===== src/link_status_pkg.sv =====
// Constants and carriers for the link status response builder.
// Assumes one APB clock domain shared with the command and link logic.
package link_status_pkg;
  // ==========================================================
  // Packet codes and layout
  localparam logic [7:0]  CMD_GET_LINK  = 8'h0a;
  localparam logic [7:0]  RESP_GET_LINK = 8'h8a;
  localparam logic [7:0]  HDR_REV       = 8'h01;
  localparam logic [11:0] PAYLOAD_LEN   = 12'h010;
  localparam logic [5:0]  LAST_BYTE     = 6'h2d;
  localparam int          FRAME_BYTES   = 46;
  localparam int          B_MC_ID       = 0;
  localparam int          B_REV         = 1;
  localparam int          B_IID         = 3;
  localparam int          B_TYPE        = 4;
  localparam int          B_CHAN        = 5;
  localparam int          B_LEN         = 6;
  localparam int          B_RESP        = 16;
  localparam int          B_STATUS      = 20;
  localparam int          B_OTHER       = 24;
  localparam int          B_VENDOR      = 28;
  localparam int          B_CSUM        = 32;
  localparam int          B_PAD         = 36;
  // ==========================================================
  // Link status word fields
  localparam int          LS_LINK       = 0;
  localparam int          LS_SPEED      = 1;
  localparam int          LS_AN_EN      = 5;
  localparam int          LS_AN_DONE    = 6;
  localparam int          LS_EXT        = 24;
  localparam logic [3:0]  SPEED_NONE    = 4'h0;
  localparam logic [3:0]  SPEED_MAX_V10 = 4'h8;
  localparam logic [3:0]  SPEED_EXT     = 4'hf;
  // ==========================================================
  // Register map
  localparam logic [11:0] OFF_CTRL      = 12'h000;
  localparam logic [11:0] OFF_CHAN      = 12'h004;
  localparam logic [11:0] OFF_STATUS    = 12'h008;
  localparam logic [11:0] OFF_COUNT     = 12'h00c;
  localparam int          CTRL_REV11    = 0;
  localparam int          CTRL_AN_SUP   = 1;
  localparam int          CTRL_FORCE    = 2;
  localparam int          CTRL_FCODE    = 4;
  localparam logic [7:0]  CTRL_RESET    = 8'h02;
  localparam logic [7:0]  CHAN_RESET    = 8'h00;
  // ==========================================================
  // Carriers
  typedef struct packed {
    logic [7:0] mc_id;
    logic [7:0] hdr_rev;
    logic [7:0] iid;
    logic [7:0] cmd_type;
    logic [7:0] channel;
    logic       csum_ok;
  } query_s;
  typedef struct packed {
    logic        link_up;
    logic        an_enable;
    logic        an_complete;
    logic        serializer_link_indicator;
    logic        hcd_found;
    logic [3:0]  highest_common_mode;
    logic [7:0]  ext_speed;
    logic [31:0] other_ind;
    logic [31:0] vendor_link_word;
  } link_s;
endpackage


===== src/link_status_response_builder.sv =====
// Builds the link status response frame and streams it out bytewise.
// Assumes query and link inputs come from logic on pclk; APB master on pclk.
// Operation
// - Accept each good query for this channel and answer with type 0x8A.
// - Header in bytes 0-15, response and reason codes in 16-19.
// - Status 20-23, other 24-27, vendor 28-31, checksum 32-35, pad 36-45.
// - Bit 0 is one while the link is up, zero when down.
// - Bits 4:1 hold the speed and duplex code, 1 through 8.
// - Codes 9-14 optional; reserved when running the first protocol revision.
// - Speed reads zero if negotiation incomplete, serializer set, or no common mode.
// - Code 15 points to the extended field starting at bit 24.
// - With serializer clear a forced link setting may be reported.
// - Unlisted media may report nearest listed code; no media implied.
// - Bit 5 is one only when auto-negotiation is supported and enabled.
// - Link flag always present; negotiation flag present when supported.
// - Bit 6 is one when negotiation completed, zero if unsupported or disabled.
//
// Local design decisions: the APB slave port and the register addresses.
module link_status_response_builder (
  input  wire logic                     pclk,
  input  wire logic                     presetn,
  input  wire logic                     psel,
  input  wire logic                     penable,
  input  wire logic                     pwrite,
  input  wire logic [11:0]              paddr,
  input  wire logic [31:0]              pwdata,
  output logic      [31:0]              prdata,
  output logic                          pready,
  output logic                          pslverr,
  input  wire logic                     query_valid,
  output logic                          query_ready,
  input  wire link_status_pkg::query_s  query,
  input  wire link_status_pkg::link_s   link,
  output logic                          tx_valid,
  input  wire logic                     tx_ready,
  output logic      [7:0]               tx_data,
  output logic                          tx_last
);
  // ==========================================================
  // Registers
  logic [7:0]        ctrl;
  logic [7:0]        chan_id;
  logic [15:0]       acc_count;
  logic [15:0]       drop_count;
  logic [31:0]       status_word;
  logic [3:0]        speed_code;
  logic [0:45][7:0]  frame_q;
  logic [0:45][7:0]  next_frame;
  logic [5:0]        idx;
  logic              take;
  logic              accept;
  logic              drop;
  logic              rev11;
  logic              an_sup;
  logic              an_on;
  logic              wr;
  logic              setup;
  logic              mapped;

  assign rev11  = ctrl[link_status_pkg::CTRL_REV11];
  assign an_sup = ctrl[link_status_pkg::CTRL_AN_SUP];
  assign an_on  = an_sup & link.an_enable;

  // ==========================================================
  // APB slave
  assign pready  = 1'b1;
  assign mapped  = (paddr == link_status_pkg::OFF_CTRL) ||
                   (paddr == link_status_pkg::OFF_CHAN) ||
                   (paddr == link_status_pkg::OFF_STATUS) ||
                   (paddr == link_status_pkg::OFF_COUNT);
  assign pslverr = psel & penable & ~mapped;
  assign wr      = psel & penable & pwrite & mapped;
  assign setup   = psel & ~penable;

  always_ff @(posedge pclk or negedge presetn) begin
    if (!presetn) begin
      ctrl    <= link_status_pkg::CTRL_RESET;
      chan_id <= link_status_pkg::CHAN_RESET;
    end else if (wr) begin
      if (paddr == link_status_pkg::OFF_CTRL) begin
        ctrl <= pwdata[7:0];
      end
      if (paddr == link_status_pkg::OFF_CHAN) begin
        chan_id <= pwdata[7:0];
      end
    end
  end

  // Read data prepared during the setup cycle
  always_ff @(posedge pclk or negedge presetn) begin
    if (!presetn) begin
      prdata <= 32'h0000_0000;
    end else if (setup) begin
      unique case (paddr)
        link_status_pkg::OFF_CTRL:   prdata <= {24'h00_0000, ctrl};
        link_status_pkg::OFF_CHAN:   prdata <= {24'h00_0000, chan_id};
        link_status_pkg::OFF_STATUS: prdata <= status_word;
        link_status_pkg::OFF_COUNT:  prdata <= {drop_count, acc_count};
        default:                     prdata <= 32'h0000_0000;
      endcase
    end
  end

  // ==========================================================
  // Link status word
  always_comb begin
    speed_code = link_status_pkg::SPEED_NONE;
    if (an_on) begin
      if (link.an_complete && link.hcd_found) begin
        speed_code = link.highest_common_mode;
      end
    end else if (ctrl[link_status_pkg::CTRL_FORCE]) begin
      speed_code = ctrl[link_status_pkg::CTRL_FCODE +: 4];
    end
    if (link.serializer_link_indicator) begin
      speed_code = link_status_pkg::SPEED_NONE;
    end
    if (!rev11 && speed_code > link_status_pkg::SPEED_MAX_V10) begin
      speed_code = link_status_pkg::SPEED_NONE;
    end
  end

  always_comb begin
    status_word = 32'h0000_0000;
    status_word[link_status_pkg::LS_LINK] = link.link_up;
    status_word[link_status_pkg::LS_SPEED +: 4] = speed_code;
    status_word[link_status_pkg::LS_AN_EN] = an_on;
    status_word[link_status_pkg::LS_AN_DONE] = an_on & link.an_complete;
    // Extended field only with code 15
    if (speed_code == link_status_pkg::SPEED_EXT) begin
      status_word[link_status_pkg::LS_EXT +: 8] = link.ext_speed;
    end
  end

  // ==========================================================
  // Query acceptance
  assign query_ready = ~tx_valid;
  assign take        = query_valid & query_ready;
  assign accept = take && query.csum_ok &&
                  (query.cmd_type == link_status_pkg::CMD_GET_LINK) &&
                  (query.channel == chan_id);
  assign drop   = take & ~accept;

  always_ff @(posedge pclk or negedge presetn) begin
    if (!presetn) begin
      acc_count  <= 16'h0000;
      drop_count <= 16'h0000;
    end else begin
      if (accept) begin
        acc_count <= acc_count + 16'h0001;
      end
      if (drop) begin
        drop_count <= drop_count + 16'h0001;
      end
    end
  end

  // ==========================================================
  // Frame assembly
  always_comb begin
    logic [31:0] sum;
    logic [31:0] csum;
    sum = 32'h0000_0000;
    csum = 32'h0000_0000;
    next_frame = '0;
    next_frame[link_status_pkg::B_MC_ID] = query.mc_id;
    next_frame[link_status_pkg::B_REV]   = link_status_pkg::HDR_REV;
    next_frame[link_status_pkg::B_IID]   = query.iid;
    next_frame[link_status_pkg::B_TYPE]  = link_status_pkg::RESP_GET_LINK;
    next_frame[link_status_pkg::B_CHAN]  = chan_id;
    next_frame[link_status_pkg::B_LEN]   = {4'h0, link_status_pkg::PAYLOAD_LEN[11:8]};
    next_frame[link_status_pkg::B_LEN + 1] = link_status_pkg::PAYLOAD_LEN[7:0];
    for (int b = 0; b < 4; b++) begin
      next_frame[link_status_pkg::B_STATUS + b] = status_word[(3 - b) * 8 +: 8];
      next_frame[link_status_pkg::B_OTHER + b]  = link.other_ind[(3 - b) * 8 +: 8];
      next_frame[link_status_pkg::B_VENDOR + b] = link.vendor_link_word[(3 - b) * 8 +: 8];
    end
    for (int w = 0; w < link_status_pkg::B_CSUM / 2; w++) begin
      sum = sum + {16'h0000, next_frame[2 * w], next_frame[2 * w + 1]};
    end
    csum = 32'h0000_0000 - sum;
    for (int b = 0; b < 4; b++) begin
      next_frame[link_status_pkg::B_CSUM + b] = csum[(3 - b) * 8 +: 8];
    end
  end

  // ==========================================================
  // Byte stream out
  assign tx_last = tx_valid & (idx == link_status_pkg::LAST_BYTE);

  always_ff @(posedge pclk or negedge presetn) begin
    if (!presetn) begin
      frame_q <= '0;
    end else if (accept) begin
      frame_q <= next_frame;
    end
  end

  always_ff @(posedge pclk or negedge presetn) begin
    if (!presetn) begin
      tx_valid <= 1'b0;
      idx      <= 6'h00;
      tx_data  <= 8'h00;
    end else if (accept) begin
      tx_valid <= 1'b1;
      idx      <= 6'h00;
      tx_data  <= next_frame[0];
    end else if (tx_valid && tx_ready) begin
      if (idx == link_status_pkg::LAST_BYTE) begin
        tx_valid <= 1'b0;
        tx_data  <= 8'h00;
      end else begin
        idx     <= idx + 6'h01;
        tx_data <= frame_q[idx + 6'h01];
      end
    end
  end

  // ==========================================================
  // Checks
  resp_start_a: assert property (@(posedge pclk) disable iff (!presetn)
    accept |=> tx_valid && idx == 6'h00 && frame_q[4] == 8'h8a)
    else $error("accepted query did not start a response");

  hdr_layout_a: assert property (@(posedge pclk) disable iff (!presetn)
    accept |=> frame_q[16] == 8'h00 && frame_q[19] == 8'h00 && frame_q[5] == $past(chan_id))
    else $error("header or codes misplaced");

  status_place_a: assert property (@(posedge pclk) disable iff (!presetn)
    accept |=> frame_q[23] == $past(status_word[7:0]) && frame_q[20] == $past(status_word[31:24]))
    else $error("status word misplaced");

  frame_end_a: assert property (@(posedge pclk) disable iff (!presetn)
    tx_valid && tx_ready && tx_last |=> !tx_valid)
    else $error("frame did not end after last byte");

  pad_zero_a: assert property (@(posedge pclk) disable iff (!presetn)
    tx_valid && idx > 6'h23 |-> tx_data == 8'h00)
    else $error("pad byte not zero");

  link_flag_a: assert property (@(posedge pclk) disable iff (!presetn)
    status_word[0] == link.link_up)
    else $error("link flag wrong");

  speed_pass_a: assert property (@(posedge pclk) disable iff (!presetn)
    an_on && link.an_complete && link.hcd_found && !link.serializer_link_indicator &&
    link.highest_common_mode <= 4'h8 |-> status_word[4:1] == link.highest_common_mode)
    else $error("negotiated speed not reported");

  old_rev_a: assert property (@(posedge pclk) disable iff (!presetn)
    !rev11 |-> status_word[4:1] <= 4'h8)
    else $error("reserved speed code under first revision");

  speed_zero_a: assert property (@(posedge pclk) disable iff (!presetn)
    link.serializer_link_indicator || (an_on && !link.an_complete) |-> status_word[4:1] == 4'h0)
    else $error("speed not zero while unresolved");

  an_flag_a: assert property (@(posedge pclk) disable iff (!presetn)
    status_word[5] == (an_sup && link.an_enable))
    else $error("negotiation flag wrong");

  an_done_a: assert property (@(posedge pclk) disable iff (!presetn)
    status_word[6] |-> status_word[5] && link.an_complete)
    else $error("negotiation complete without enable");

  reserved_zero_a: assert property (@(posedge pclk) disable iff (!presetn)
    status_word[23:7] == 17'h0_0000 && (status_word[4:1] == 4'hf || status_word[31:24] == 8'h00))
    else $error("reserved status bits set");

  ext_field_a: assert property (@(posedge pclk) disable iff (!presetn)
    status_word[4:1] == 4'hf |-> status_word[31:24] == link.ext_speed)
    else $error("extended speed field missing");

  forced_code_a: assert property (@(posedge pclk) disable iff (!presetn)
    !an_on && ctrl[link_status_pkg::CTRL_FORCE] && rev11 && !link.serializer_link_indicator |->
    status_word[4:1] == ctrl[link_status_pkg::CTRL_FCODE +: 4])
    else $error("forced speed not reported");

  resp_codes_a: assert property (@(posedge pclk) disable iff (!presetn)
    accept |=> frame_q[17] == 8'h00 && frame_q[18] == 8'h00 && frame_q[3] == $past(query.iid))
    else $error("response codes or header wrong");

  other_place_a: assert property (@(posedge pclk) disable iff (!presetn)
    accept |=> frame_q[24] == $past(link.other_ind[31:24]) && frame_q[31] == $past(link.vendor_link_word[7:0]))
    else $error("other or vendor word misplaced");

  byte_hold_a: assert property (@(posedge pclk) disable iff (!presetn)
    tx_valid && !tx_ready |=> tx_valid && $stable(tx_data) && $stable(idx))
    else $error("byte changed while stalled");

  an_unsup_a: assert property (@(posedge pclk) disable iff (!presetn)
    !an_sup |-> status_word[6:5] == 2'b00)
    else $error("negotiation flags set while unsupported");
endmodule


===== config.mk =====
export PLATFORM = sky130hd
export DESIGN_NAME = link_status_response_builder
export DESIGN_NICKNAME = d
export VERILOG_FILES = /design/src/link_status_pkg.sv /design/src/link_status_response_builder.sv
export SDC_FILE = /design/constraint.sdc
export NUM_CORES = 1
export LEC_CHECK = 0
export BUFFER_PORTS_ARGS = -buffer_cell sky130_fd_sc_hd__buf_2
export CELL_PAD_IN_SITES_DETAIL_PLACEMENT = 1
export CELL_PAD_IN_SITES_GLOBAL_PLACEMENT = 2
export CORE_ASPECT_RATIO = 1.25
export CORE_MARGIN = 2
export CORE_UTILIZATION = 39
export DETAILED_ROUTE_END_ITERATION = 16
export PLACE_DENSITY_LB_ADDON = 0.15
export SETUP_SLACK_MARGIN = 0.05
export SLEW_MARGIN = 10
export SYNTH_ARGS = -nofsm -noshare
export SYNTH_HDL_FRONTEND = slang
export SYNTH_SLANG_ARGS = --single-unit
export TNS_END_PERCENT = 100

===== constraint.sdc =====
create_clock -name pclk -period 10.42 [get_ports pclk]
set_input_delay 1.563 -clock pclk [delete_from_list [all_inputs] [get_ports pclk]]
set_output_delay 1.563 -clock pclk [all_outputs]
set_load 0.05 [all_outputs]

## Yosys cells after proc, flatten, opt, wreduce, memory -nomap -nowiden

Cells that the tools add are included.

| operators by class | value |
|---|---|
| add/sub/neg operators | 13 |
| magnitude comparators | 2 |
| equal/unequal tests | 8 |
| muxes and demuxes | 19 |
| bitwise gates (word level) | 15 |
| reductions and logical operators | 17 |

Operators by type and width:

| kind | count |
|---|---|
| case mux 32 bit (4 select lines) | 1 |
| binary-select mux 8 bit (select 6 bit) | 1 |
| two-way mux 8 bit | 6 |
| adder 16 x 1 -> 16 bit (second input constant) | 2 |
| subtractor 1 x 25 -> 26 bit (first input constant) | 1 |
| adder 24 x 16 -> 25 bit | 1 |
| adder 23 x 16 -> 24 bit | 1 |
| == test 12 x 4 -> 1 bit (second input constant) | 2 |
| adder 22 x 16 -> 23 bit | 1 |
| adder 21 x 16 -> 22 bit | 1 |
| adder 20 x 7 -> 21 bit | 1 |
| adder 19 x 16 -> 20 bit | 1 |
| two-way mux 4 bit | 5 |
| adder 18 x 5 -> 19 bit (second input constant) | 1 |
| adder 17 x 16 -> 18 bit | 1 |
| two-way mux 6 bit | 3 |
| adder 16 x 8 -> 17 bit | 1 |
| == test 12 x 3 -> 1 bit (second input constant) | 1 |
| logical NOT 12 bit | 1 |
| bitwise AND 1 bit | 10 |
| == test 8 x 4 -> 1 bit (second input constant) | 1 |
| == test 8 bit | 1 |
| AND reduction 2 bit | 4 |
| >= comparator 7 bit (second input constant) | 1 |
| 12 further kinds | 25 |

| word-level totals | value |
|---|---|
| bits in registers | 232 |
| input port bits | 173 |
| output and inout port bits | 45 |

## Depth between registers and ports, before layout

Gate-level depths: netlist (run 1).

| logic depth | value |
|---|---|
| word-level depth | 16 |
| gate-level depth with buffers | 25 |

## Worst setup path after synthesis (run 1)

No wires, ideal clock.

| timing | value |
|---|---|
| path kind | input -> register |
| from | input port link[79] (netlist bit) |
| to | register frame_q[94] (netlist bit) |
| arrival | 6.666 ns |
| data required time | 10.296 ns |
| setup slack | 3.630 ns |
| stages on the path | 23 |
| buffers on the path | 2 |
| cells stage by stage | a21boi_2 a21o_1 a32o_1 a32oi_1 or4b_1 buf_2 buf_6 nor2_1 ha_1 inv_1 fa_1 fa_1 fa_1 inv_1 fa_1 inv_1 ha_1 nand4_1 nor4_1 nor2_1 a21boi_0 nor3_1 a211o_1 |

RTL lines:

| item | RTL line | source |
|---|---|---|
| from (decl) | link_status_response_builder.sv:33 | `input wire link_status_pkg::link_s link,` |
| to (signal assigned) | link_status_response_builder.sv:195 | `frame_q <= next_frame;` |
| to (decl) | link_status_response_builder.sv:47 | `logic [0:45][7:0] frame_q;` |

==> run metrics, run 1 <==
slowest cell on the critical path=fa_1; Die Y-Extent=214 um; Tot GR Track Use=24.5%; DRC viols=0; max-slew violations=0; hold_buf cts=0; share of synthesized area spent on multiplexers=6.35%; slew of the pin with the lowest slew margin=1060 ps; Die Wd=around 170 um; dpl hpwl=33300 um; clk buf depth=3; Syn Std Cell Area=13800 um2; Critical Path, Cell by Cell=buf_2, a21boi_2, a21o_1, a32o_1, a32oi_1, or4b_1, buf_4, nor2_1, ha_1, inv_1, fa_1, fa_1, fa_1, inv_1, fa_1, inv_1, ha_1, nand4_1, nor4_1, nor2_1, a21oi_1, mux2i_1, o311ai_0; Yosys reg bits=about 220; Ports=218; post-synthesis cell type count=63; max_slew headroom=between 20% and 30%; Post-synth EDFFs=0; Final Critical Period=7210 ps; htree depth=1; Hold Crit Class=reg2reg; clock-pin slew on the worst setup and hold paths=around 50 ps; post-synthesis compound-gate area fraction=about an eighth; drt pass-1 iters=5; CP delay by family, top=adder cells; final instance area=15900 um2; ys flop type=dfrtp_1; Buf/Inv on CP=5; maximum number of pins on one net before global-route repair=206; Max IR drop VDD=0.148 mV; initial antenna violation count=3; CTS tree=built; vias per inst=~5.2; post-CTS resize count=0; Cells after Synth=around 1500; routed len/inst=21.1 um; Post-synth ARST share=100%; Fin Setup TNS=0 ps; nets=1909; Root Buffer=clkbuf_16; Initial Util=around two fifths; final core utilization=around 46%; Crit path top cell by count=fa_1; layout cell share with drive strength beyond 1=18.3%; Max Freq=139 MHz; Placement Rows=76; final worst path period share=69.2%; Core ar.=about 35000 um2; CP Capture Type=register; Startpoint Class=input port; Fin Clk Skew=around 11 ps; Synth Warn #=0; main combinational cell family by area after synthesis=adder cells; Avg Inst Size Synth=9.49 um2; vias post-DR=around 11000; global route total overflow=0; Antenna Violating Nets Remaining=0; Post-Synth XOR/XNOR Area=3.50%; Max Cap Viol=0; die area=approximately 37000 um2; CTS buffer count=26; DP Worst Slack=2710 ps; Critical Path Fanout Max=24; CTS Sinks=219; first-pass GRT wire length=68300 um; sequential area share after synthesis=39.8%; Worst Path Arrival=roughly 7600 ps; Post-Synth Simple-Gate Area=14.4%; Pwr Density=approximately 170 nW/um2; leading area contributor after synthesis=dfrtp_1; total power=2.75 mW; Setup Fix Bufs, Post-CTS=0; Post-DP Area=~15000 um2; final hold vios=0; top post-synthesis cells by area=dfrtp_1, fa_1, nand2_1; Lkg Pwr=slightly above 8 nW; Post-Route WL=about 44000 um; port bufs=about 180; critical path class=in2reg; final setup vio count=0; via count of the first global-routing pass=11600; Worst-Skew Late Latency=540 ps; Synth top area share=39.6%; GP Congestion=0.869; Mapped Nets=1758; RSZ-0062 raised after global routing=false; # fillers=4053; final worst slack=3210 ps; DR iter-0 viols=581; area grow syn2layout=15.7%; CP peak stage delay=590 ps; CP required=10770 ps; outcome=completed; adder-cell share of the synthesized area=16.2%
## worst reg2reg max path, cell delays in order, from the launching register on
cell and delay (ps):
dfstp_2 590, and4_1 350, a22oi_2 100, or2_0 230, or4b_1 470, buf_4 230, nor2_1 280, ha_1 210
inv_1 60, fa_1 590, fa_1 460, fa_1 550, inv_1 60, fa_1 530, inv_1 40, ha_1 410
nand4_1 190, nor4_1 310, nor2_1 140, a21oi_1 220, mux2i_1 220, o311ai_0 170
## sequential cells by signal, indices dropped and copies added (netlist names)
signal / count
acc_count: 16
chan_id: 8
ctrl: 8
drop_count: 16
frame_q: 124
idx: 6
prdata: 32
tx_data: 8
tx_valid: 1
## final cells by class
cell class / instances / area (um2) / area share, %
Antenna cell: 1 / 2.50 / 0.0157
Clock buffer: 37 / 753 / 4.73
Clock inverter: 8 / 96.3 / 0.605
Inverter: 195 / 732 / 4.59
Multi-Input combinational cell: 964 / 7250 / 45.5
Sequential cell: 219 / 5480 / 34.4
Tap cell: 468 / 586 / 3.67
Timing Repair Buffer: 196 / 1030 / 6.49
## synthesized netlist by cell type (all sizes together) (5+ instances only)
library cell and instances:
xnor2 28, nor3 11, ha 60, clkbuf 45, dfrtp 218, o21a 5, mux4 22, and3 14
nand3 32, a211oi 8, nor2b 5, nand2b 8, nand2 290, a22o 19, a21oi 48, nor2 54
inv 195, fa 74, o211ai 13, mux2i 12, o31ai 11, nand4 13, o21ai 95, and2 9
mux2 23, nor4 8, buf 28, a31oi 8, xor2 27, a22oi 21
## power by group
part	internal [mW]	switching (mW)
combinational	0.381	0.567
clock	0.549	0.373
sequential	0.864	0.0157
total	1.79	0.955
## layout by cell type (no fill, tap or decap), types with 6 or more instances in the layout
cell type    n
a211oi_1     8
a21oi_1     48
a22o_1      19
a22oi_1     20
a31oi_1      8
and2_1       7
and3_1      14
buf_2      183
buf_4       11
clkbuf_1     6
clkbuf_16   27
dfrtp_1    217
fa_1        74
ha_1        60
inv_1      195
mux2_2      23
mux2i_1     12
mux4_2      22
nand2_1    290
nand2b_1     8
nand3_1     32
nand4_1     13
nor2_1      54
nor3_1      11
nor4_1       7
o211ai_1    13
o21ai_0     94
o31ai_1      7
xnor2_1     26
xor2_1      27
## path summary, 6_finish.rpt
path / from / endpoint / slack [ps] / depth (start not counted)
max: link[79] / frame_q[98] / 3210 / 23
min: frame_q[114] / frame_q[114] / 460 / 2
max reg2reg: ctrl[1] / frame_q[98] / 3850 / 21
min reg2reg: frame_q[114] / frame_q[114] / 460 / 2
max in group asynchronous: presetn / frame_q[337] / 7800 / 2
min in group asynchronous: presetn / frame_q[127] / 1060 / 1
## metrics by stage
step	cells	hold slack [ps]
floorplan	1451	431
global placement	2042	444
detailed placement	2042	453
CTS	2087	468
global route	2087	487
finish	2088	463
## layer usage
metal  track usage [%]  wire, um  share of wire (%)  vias to the layer above
met5                 0        24              0.055                        -
met4              9.47      1820                4.1                        6
met3              3.77      2010                4.6                       77
met2              40.1     21100                 48                      252
met1              32.6     19000                 43                     5447
li1                  -         -                  -                     5090
## logic make-up (layout without fill, tap and decap cells)
kind of cell	count (synthesis)	after routing
AO/OA/AOI/OAI	259	259
XOR/XNOR	55	55
adder cells (fa/ha/maj)	134	134
buffers and inverters	268	436
flip-flops	219	219
multiplexers	57	57
other	1	2
AND/OR/NAND/NOR	458	458
(Power assumes the default switching activity.)
==> inputs of run 2 (changes only) <==
--- a/config.mk
+++ b/config.mk
@@ -5,12 +5,13 @@
 export SDC_FILE = /design/constraint.sdc
 export NUM_CORES = 1
 export LEC_CHECK = 0
+export ABC_AREA = 1
 export BUFFER_PORTS_ARGS = -buffer_cell sky130_fd_sc_hd__buf_2
 export CELL_PAD_IN_SITES_DETAIL_PLACEMENT = 1
 export CELL_PAD_IN_SITES_GLOBAL_PLACEMENT = 2
 export CORE_ASPECT_RATIO = 1.25
 export CORE_MARGIN = 2
-export CORE_UTILIZATION = 39
+export CORE_UTILIZATION = 30
 export DETAILED_ROUTE_END_ITERATION = 16
 export PLACE_DENSITY_LB_ADDON = 0.15
 export SETUP_SLACK_MARGIN = 0.05
==> constraint.sdc (replaced) <==
create_clock -name pclk -period 6.28 [get_ports pclk]
set_input_delay 0.942 -clock pclk [delete_from_list [all_inputs] [get_ports pclk]]
set_output_delay 0.942 -clock pclk [all_outputs]
set_load 0.05 [all_outputs]
==> run 2 against run 1 <==
Global-route usage fell by 2.4 points. Combinational power increased to 3.8 times the previous value. Clock power is 83% higher. Critical path depth increased by 1. Critical endpoint is now frame_q[97].
==> run metrics, run 2 <==
Cells after Synth=1903; CP Capture Type=register; highest routed metal layer=met5; first-pass GRT wire length=84200 um; Hold Crit Class=in2async; Worst Path Arrival=6020 ps; final worst path period share=87.9%; die area=~50000 um2; Initial Util=30.3%; commonest non-fill, non-tap cell in the layout=nand2_1; Startpoint Class=register; clock-pin slew on the worst setup and hold paths=60 ps; routed wl met3=~2000 um; leading area contributor after synthesis=dfrtp_1; Top reg by flops=frame_q; RSZ-0062 raised after global routing=false; htree depth=1; vias per inst=4.68; Max Freq=about 180 MHz; top post-synthesis cells by area=dfrtp_1, nand2_1, fa_1; CTS tree=built; Core ar.=48100 um2; most common cell in the synthesized netlist=nand2_1; slew of the pin with the lowest slew margin=1140 ps; Mapped Nets=2210; drt pass-1 iters=5; cell total after placement=2695; sequential area share after synthesis=37.7%; critical path class=reg2reg; Pwr Density=397 nW/um2; layout cell share with drive strength beyond 1=13.7%; total power=just under 7 mW; Post-synth ARST share=100%; DR iter-0 viols=558; post-synthesis cell type count=44; routed len/inst=19.9 um; clk buf depth=3; max_slew headroom=23.3%; final hold vios=0; commonest cells after routing, fill and taps aside=nand2_1, inv_1, nor2_1; GP Congestion=between 0.8 and 0.9; post-CTS resize count=0; final setup vio count=0; Max Cap Viol=0; max FFs per register=124; Yosys reg bits=219; port bufs=184; Max IR drop VDD=0.256 mV; Fin Setup TNS=0 ps; CP required=6780 ps; Die Wd=201 um; Routed met2 length=about 28000 um; Tot GR Track Use=22.1%; ys flop type=dfrtp_1; DRC viols=0; hold_buf cts=0; Fin Clk Skew=10.1 ps; global route total overflow=0; initial antenna violation count=5; CTS Sinks=219; Root Buffer=clkbuf_16; nets=2388; dpl hpwl=42700 um; Critical Path Fanout Max=8; reg2reg path depth=24; Post-synth EDFFs=0; Final Critical Period=5520 ps; outcome=completed; Setup Fix Bufs, Post-CTS=0; CTS buffer count=28; Syn Std Cell Area=14600 um2; Worst-Skew Late Latency=about 570 ps; Metal-1 WL=roughly 23000 um; commonest cells in the netlist=nand2_1, inv_1, nor2_1; Post-Route WL=54800 um; max-slew violations=0; Die Y-Extent=250 um; via count of the first global-routing pass=roughly 14000; Lkg Pwr=9.25 nW; largest registers=frame_q x124, prdata x32; Ports=218; Placement Rows=90; final non-filler cell total=approximately 2800; area grow syn2layout=18.1%; Synth Warn #=0; Antenna Violating Nets Remaining=0; Synth top area share=between 30% and 40%; maximum number of pins on one net before global-route repair=~160; Avg Inst Size Synth=7.65 um2; vias post-DR=12900
## run 2: cell count changes after synthesis, moves of 19 or more
cell	change
mux2_2	-23
clkbuf_1	-28
a21oi_1	+89
inv_1	+135
mux4_2	-22
buf_2	+23
a22o_1	-19
nor2_1	+189
nand2_1	+128
nand3_1	+79
## run 2: per-layer routing
layer / track usage [%] / up-vias
met4: 6.69 / 4
met3: 2.98 / 70
met1: 26.6 / 6331
met2: 40.5 / 200
li1: - / 6282
met5: 0 / -
## run 2: layout make-up
cell class / instances / area [um2]
tap: 644 / 806
clock inverter: 10 / 104
clock buffer: 42 / 855
antenna: 4 / 10.0
timing repair buffer: 214 / 1170
fill: 5996 / 30900
sequential: 219 / 5480
inverter: 339 / 1270
multi-input combinational: 1279 / 7490
## run 2: cells by family (layout without fill, tap and decap cells)
family	count (synthesis)	count (layout)	share of synthesized area, %
adders and majority gates	134	134	15.3
and+or+nand+nor	847	847	24.2
buffers and inverters	405	605	11.0
DFF	219	219	37.7
xor gates and xnor gates	41	41	2.52
other	1	5	0.0258
AOI/OAI and AO/OA	256	256	9.30
## run 2: power breakdown
part	total, mW	internal (mW)	switching, mW
Sequential	1.54	1.48	0.0672
Clock	1.69	1.02	0.677
Combinational	3.58	1.18	2.40
Total	6.82	3.68	3.14
## run 2: worst max-delay path, cell delays in order (launching register included)
cell	delay, ps
dfstp_2	530
nand2_2	130
inv_2	120
nand2_1	80
nand4_1	130
nand2_1	90
inv_1	210
nand2_2	160
nor2_1	200
ha_1	190
inv_1	120
fa_1	520
fa_1	500
inv_1	70
fa_1	480
fa_1	540
inv_1	60
ha_1	350
a21oi_1	260
o21ai_0	180
a21oi_1	220
nand2_1	80
nand2_1	80
nand3_1	80
nand2_1	80
## run 2: stage by stage
step	setup WS [ps]	hold WS [ps]	instance area (um2)	utilization, %
6_report	763	306	17200	35.7
5_1_grt	286	347	17200	35.7
4_1_cts	737	336	17200	35.7
3_5_place_dp	217	464	16200	33.7
3_3_place_gp	255	459	16200	33.7
2_1_floorplan	890	442	14600	-
## run 2: path summary, 6_finish.rpt
kind | slack [ps] | startpoint | endpoint
worst max-delay path | 760 | ctrl[1] | frame_q[97]
worst min-delay path | 310 | presetn | frame_q[132]
worst max register to register | 760 | ctrl[1] | frame_q[97]
worst min register to register | 480 | frame_q[204] | frame_q[204]
max in group asynchronous | 4640 | presetn | chan_id[2]
min in group pclk | 480 | frame_q[204] | frame_q[204]
==> inputs of run 3 (changes only) <==
--- a/config.mk
+++ b/config.mk
@@ -5,13 +5,12 @@
 export SDC_FILE = /design/constraint.sdc
 export NUM_CORES = 1
 export LEC_CHECK = 0
-export ABC_AREA = 1
 export BUFFER_PORTS_ARGS = -buffer_cell sky130_fd_sc_hd__buf_2
 export CELL_PAD_IN_SITES_DETAIL_PLACEMENT = 1
 export CELL_PAD_IN_SITES_GLOBAL_PLACEMENT = 2
 export CORE_ASPECT_RATIO = 1.25
 export CORE_MARGIN = 2
-export CORE_UTILIZATION = 30
+export CORE_UTILIZATION = 32
 export DETAILED_ROUTE_END_ITERATION = 16
 export PLACE_DENSITY_LB_ADDON = 0.15
 export SETUP_SLACK_MARGIN = 0.05
==> run 3 against run 2 <==
Clock-buffer cell count is 1 higher. Register-to-register slack worse by 410 ps. Sequential power is 5% lower. Critical path type unchanged.
==> run metrics, run 3 (synthesized netlist as in run 1, its figures left out) <==
Core ar.=42800 um2; max_slew headroom=between 20% and 30%; port bufs=184; CP Capture Type=register; RR Endpoint=frame_q[99]; first-pass GRT wire length=71900 um; Worst Path Arrival=6350 ps; clock-pin slew on the worst setup and hold paths=60 ps; Die Wd=190 um; Post-Route WL=46600 um; commonest non-fill, non-tap cell in the layout=nand2_1; hold_buf cts=0; Max Freq=169 MHz; Fin Clk Skew=29.2 ps; slew of the pin with the lowest slew margin=between 1000 and 1500 ps; final hold vios=0; Hold Crit Class=in2async; Die Y-Extent=236 um; final worst path period share=94.3%; Top reg by flops=frame_q; largest registers=frame_q x124, prdata x32; Lkg Pwr=8.41 nW; commonest cells after routing, fill and taps aside=nand2_1, dfrtp_1, inv_1; CP required=6700 ps; Placement Rows=85; Critical Path Fanout Max=5; dpl hpwl=36100 um; CTS tree=built; RSZ-0062 raised after global routing=true; area grow syn2layout=19.9%; reg2reg path depth=22; via count of the first global-routing pass=12000; CTS buffer count=27; Startpoint Class=register; max-slew violations=0; global route total overflow=0; DRC viols=0; Ports=about 220; Tot GR Track Use=21.3%; GP Congestion=0.860; CTS Sinks=219; vias post-DR=10900; total power=4.92 mW; Reg-to-Reg Start=ctrl[1]; Root Buffer=clkbuf_16; number of diodes=0; Pwr Density=roughly 300 nW/um2; clk buf depth=3; Max Cap Viol=0; layout cell share with drive strength beyond 1=21.3%; nets=between 1500 and 2000; htree depth=1; vias per inst=between 4 and 5; R2R Setup Slk=360 ps; max FFs per register=124; initial antenna violation count=2; DR iter-0 viols=461; Max IR drop VDD=0.199 mV; routed len/inst=20.9 um; maximum number of pins on one net before global-route repair=around 130; die area=about 45000 um2; outcome=completed; final setup vio count=0; Final Critical Period=5920 ps; critical path class=reg2reg; drt pass-1 iters=6; Initial Util=32.2%; Antenna Violating Nets Remaining=0; final core utilization=38.6%; Worst-Skew Late Latency=around 560 ps
run 3: repair_timing:
| action | in CTS | in global routing |
|---|---|---|
| resized for setup | 0 | 16 |
| buffers inserted | 0 | 2 |
| setup endpoints to repair | 0 | 7 |
run 3: routing by layer:
layer / routed length [um] / global-route usage, % / vias to the layer above
li1: - / - / 5188
met1: 20500 / 27.9 / 5435
met2: 22500 / 36.1 / 220
met3: 2040 / 3.05 / 57
met4: 1490 / 6.79 / 4
met5: 30 / 0 / -
run 3: how the worst max path moves through the flow:
| stage | startpoint | to | slack (ps) | cells after the start |
|---|---|---|---|---|
| after floorplan | link[79] | frame_q[94] | 110 | 23 |
| after global placement | link[79] | frame_q[98] | -220 | 23 |
| after detailed placement | link[79] | frame_q[98] | -330 | 23 |
| after CTS | ctrl[1] | frame_q[98] | 190 | 21 |
| after global routing | ctrl[1] | frame_q[98] | 10 | 25 |
| final | ctrl[1] | frame_q[99] | 360 | 22 |
run 3: metrics by stage:
stage          hold slack (ps)  cells  TNS [ps]  setup WS, ps  area, um2
2_1_floorplan              431   1451         0           111      13800
3_3_place_gp               444   2182     -1060          -222      15600
3_5_place_dp               450   2182     -1790          -329      15600
4_1_cts                    463   2231         0           186      16400
5_1_grt                    460   2233         0          12.7      16500
6_report                   412   2233         0           357      16500
run 3: cell type report:
type,instances,area (um2)
clock buffers,43,816
multi-input cells,964,7310
inverters,195,732
repair buffers,241,1400
clock inverters,6,60.1
flip-flops and latches,219,5480
fillers,5026,26200
well taps,565,707
run 3: critical path, stage by stage (launching register included):
cell,delay (ps)
dfstp_2,600
and4_4,250
a22oi_2,60
or2_0,220
or4b_1,490
buf_4,190
nor2_2,110
ha_1,150
inv_1,50
fa_1,540
fa_1,450
fa_1,560
inv_1,60
fa_1,540
inv_1,40
ha_1,330
buf_4,170
a21oi_2,160
o21ai_0,90
inv_1,110
a32o_1,230
o21ai_0,100
mux2_2,270
run 3: where the power goes:
group / switching (mW) / internal (mW) / total [mW]
clock: 0.638 / 0.925 / 1.56
combinational: 1.05 / 0.847 / 1.90
sequential: 0.0252 / 1.43 / 1.46
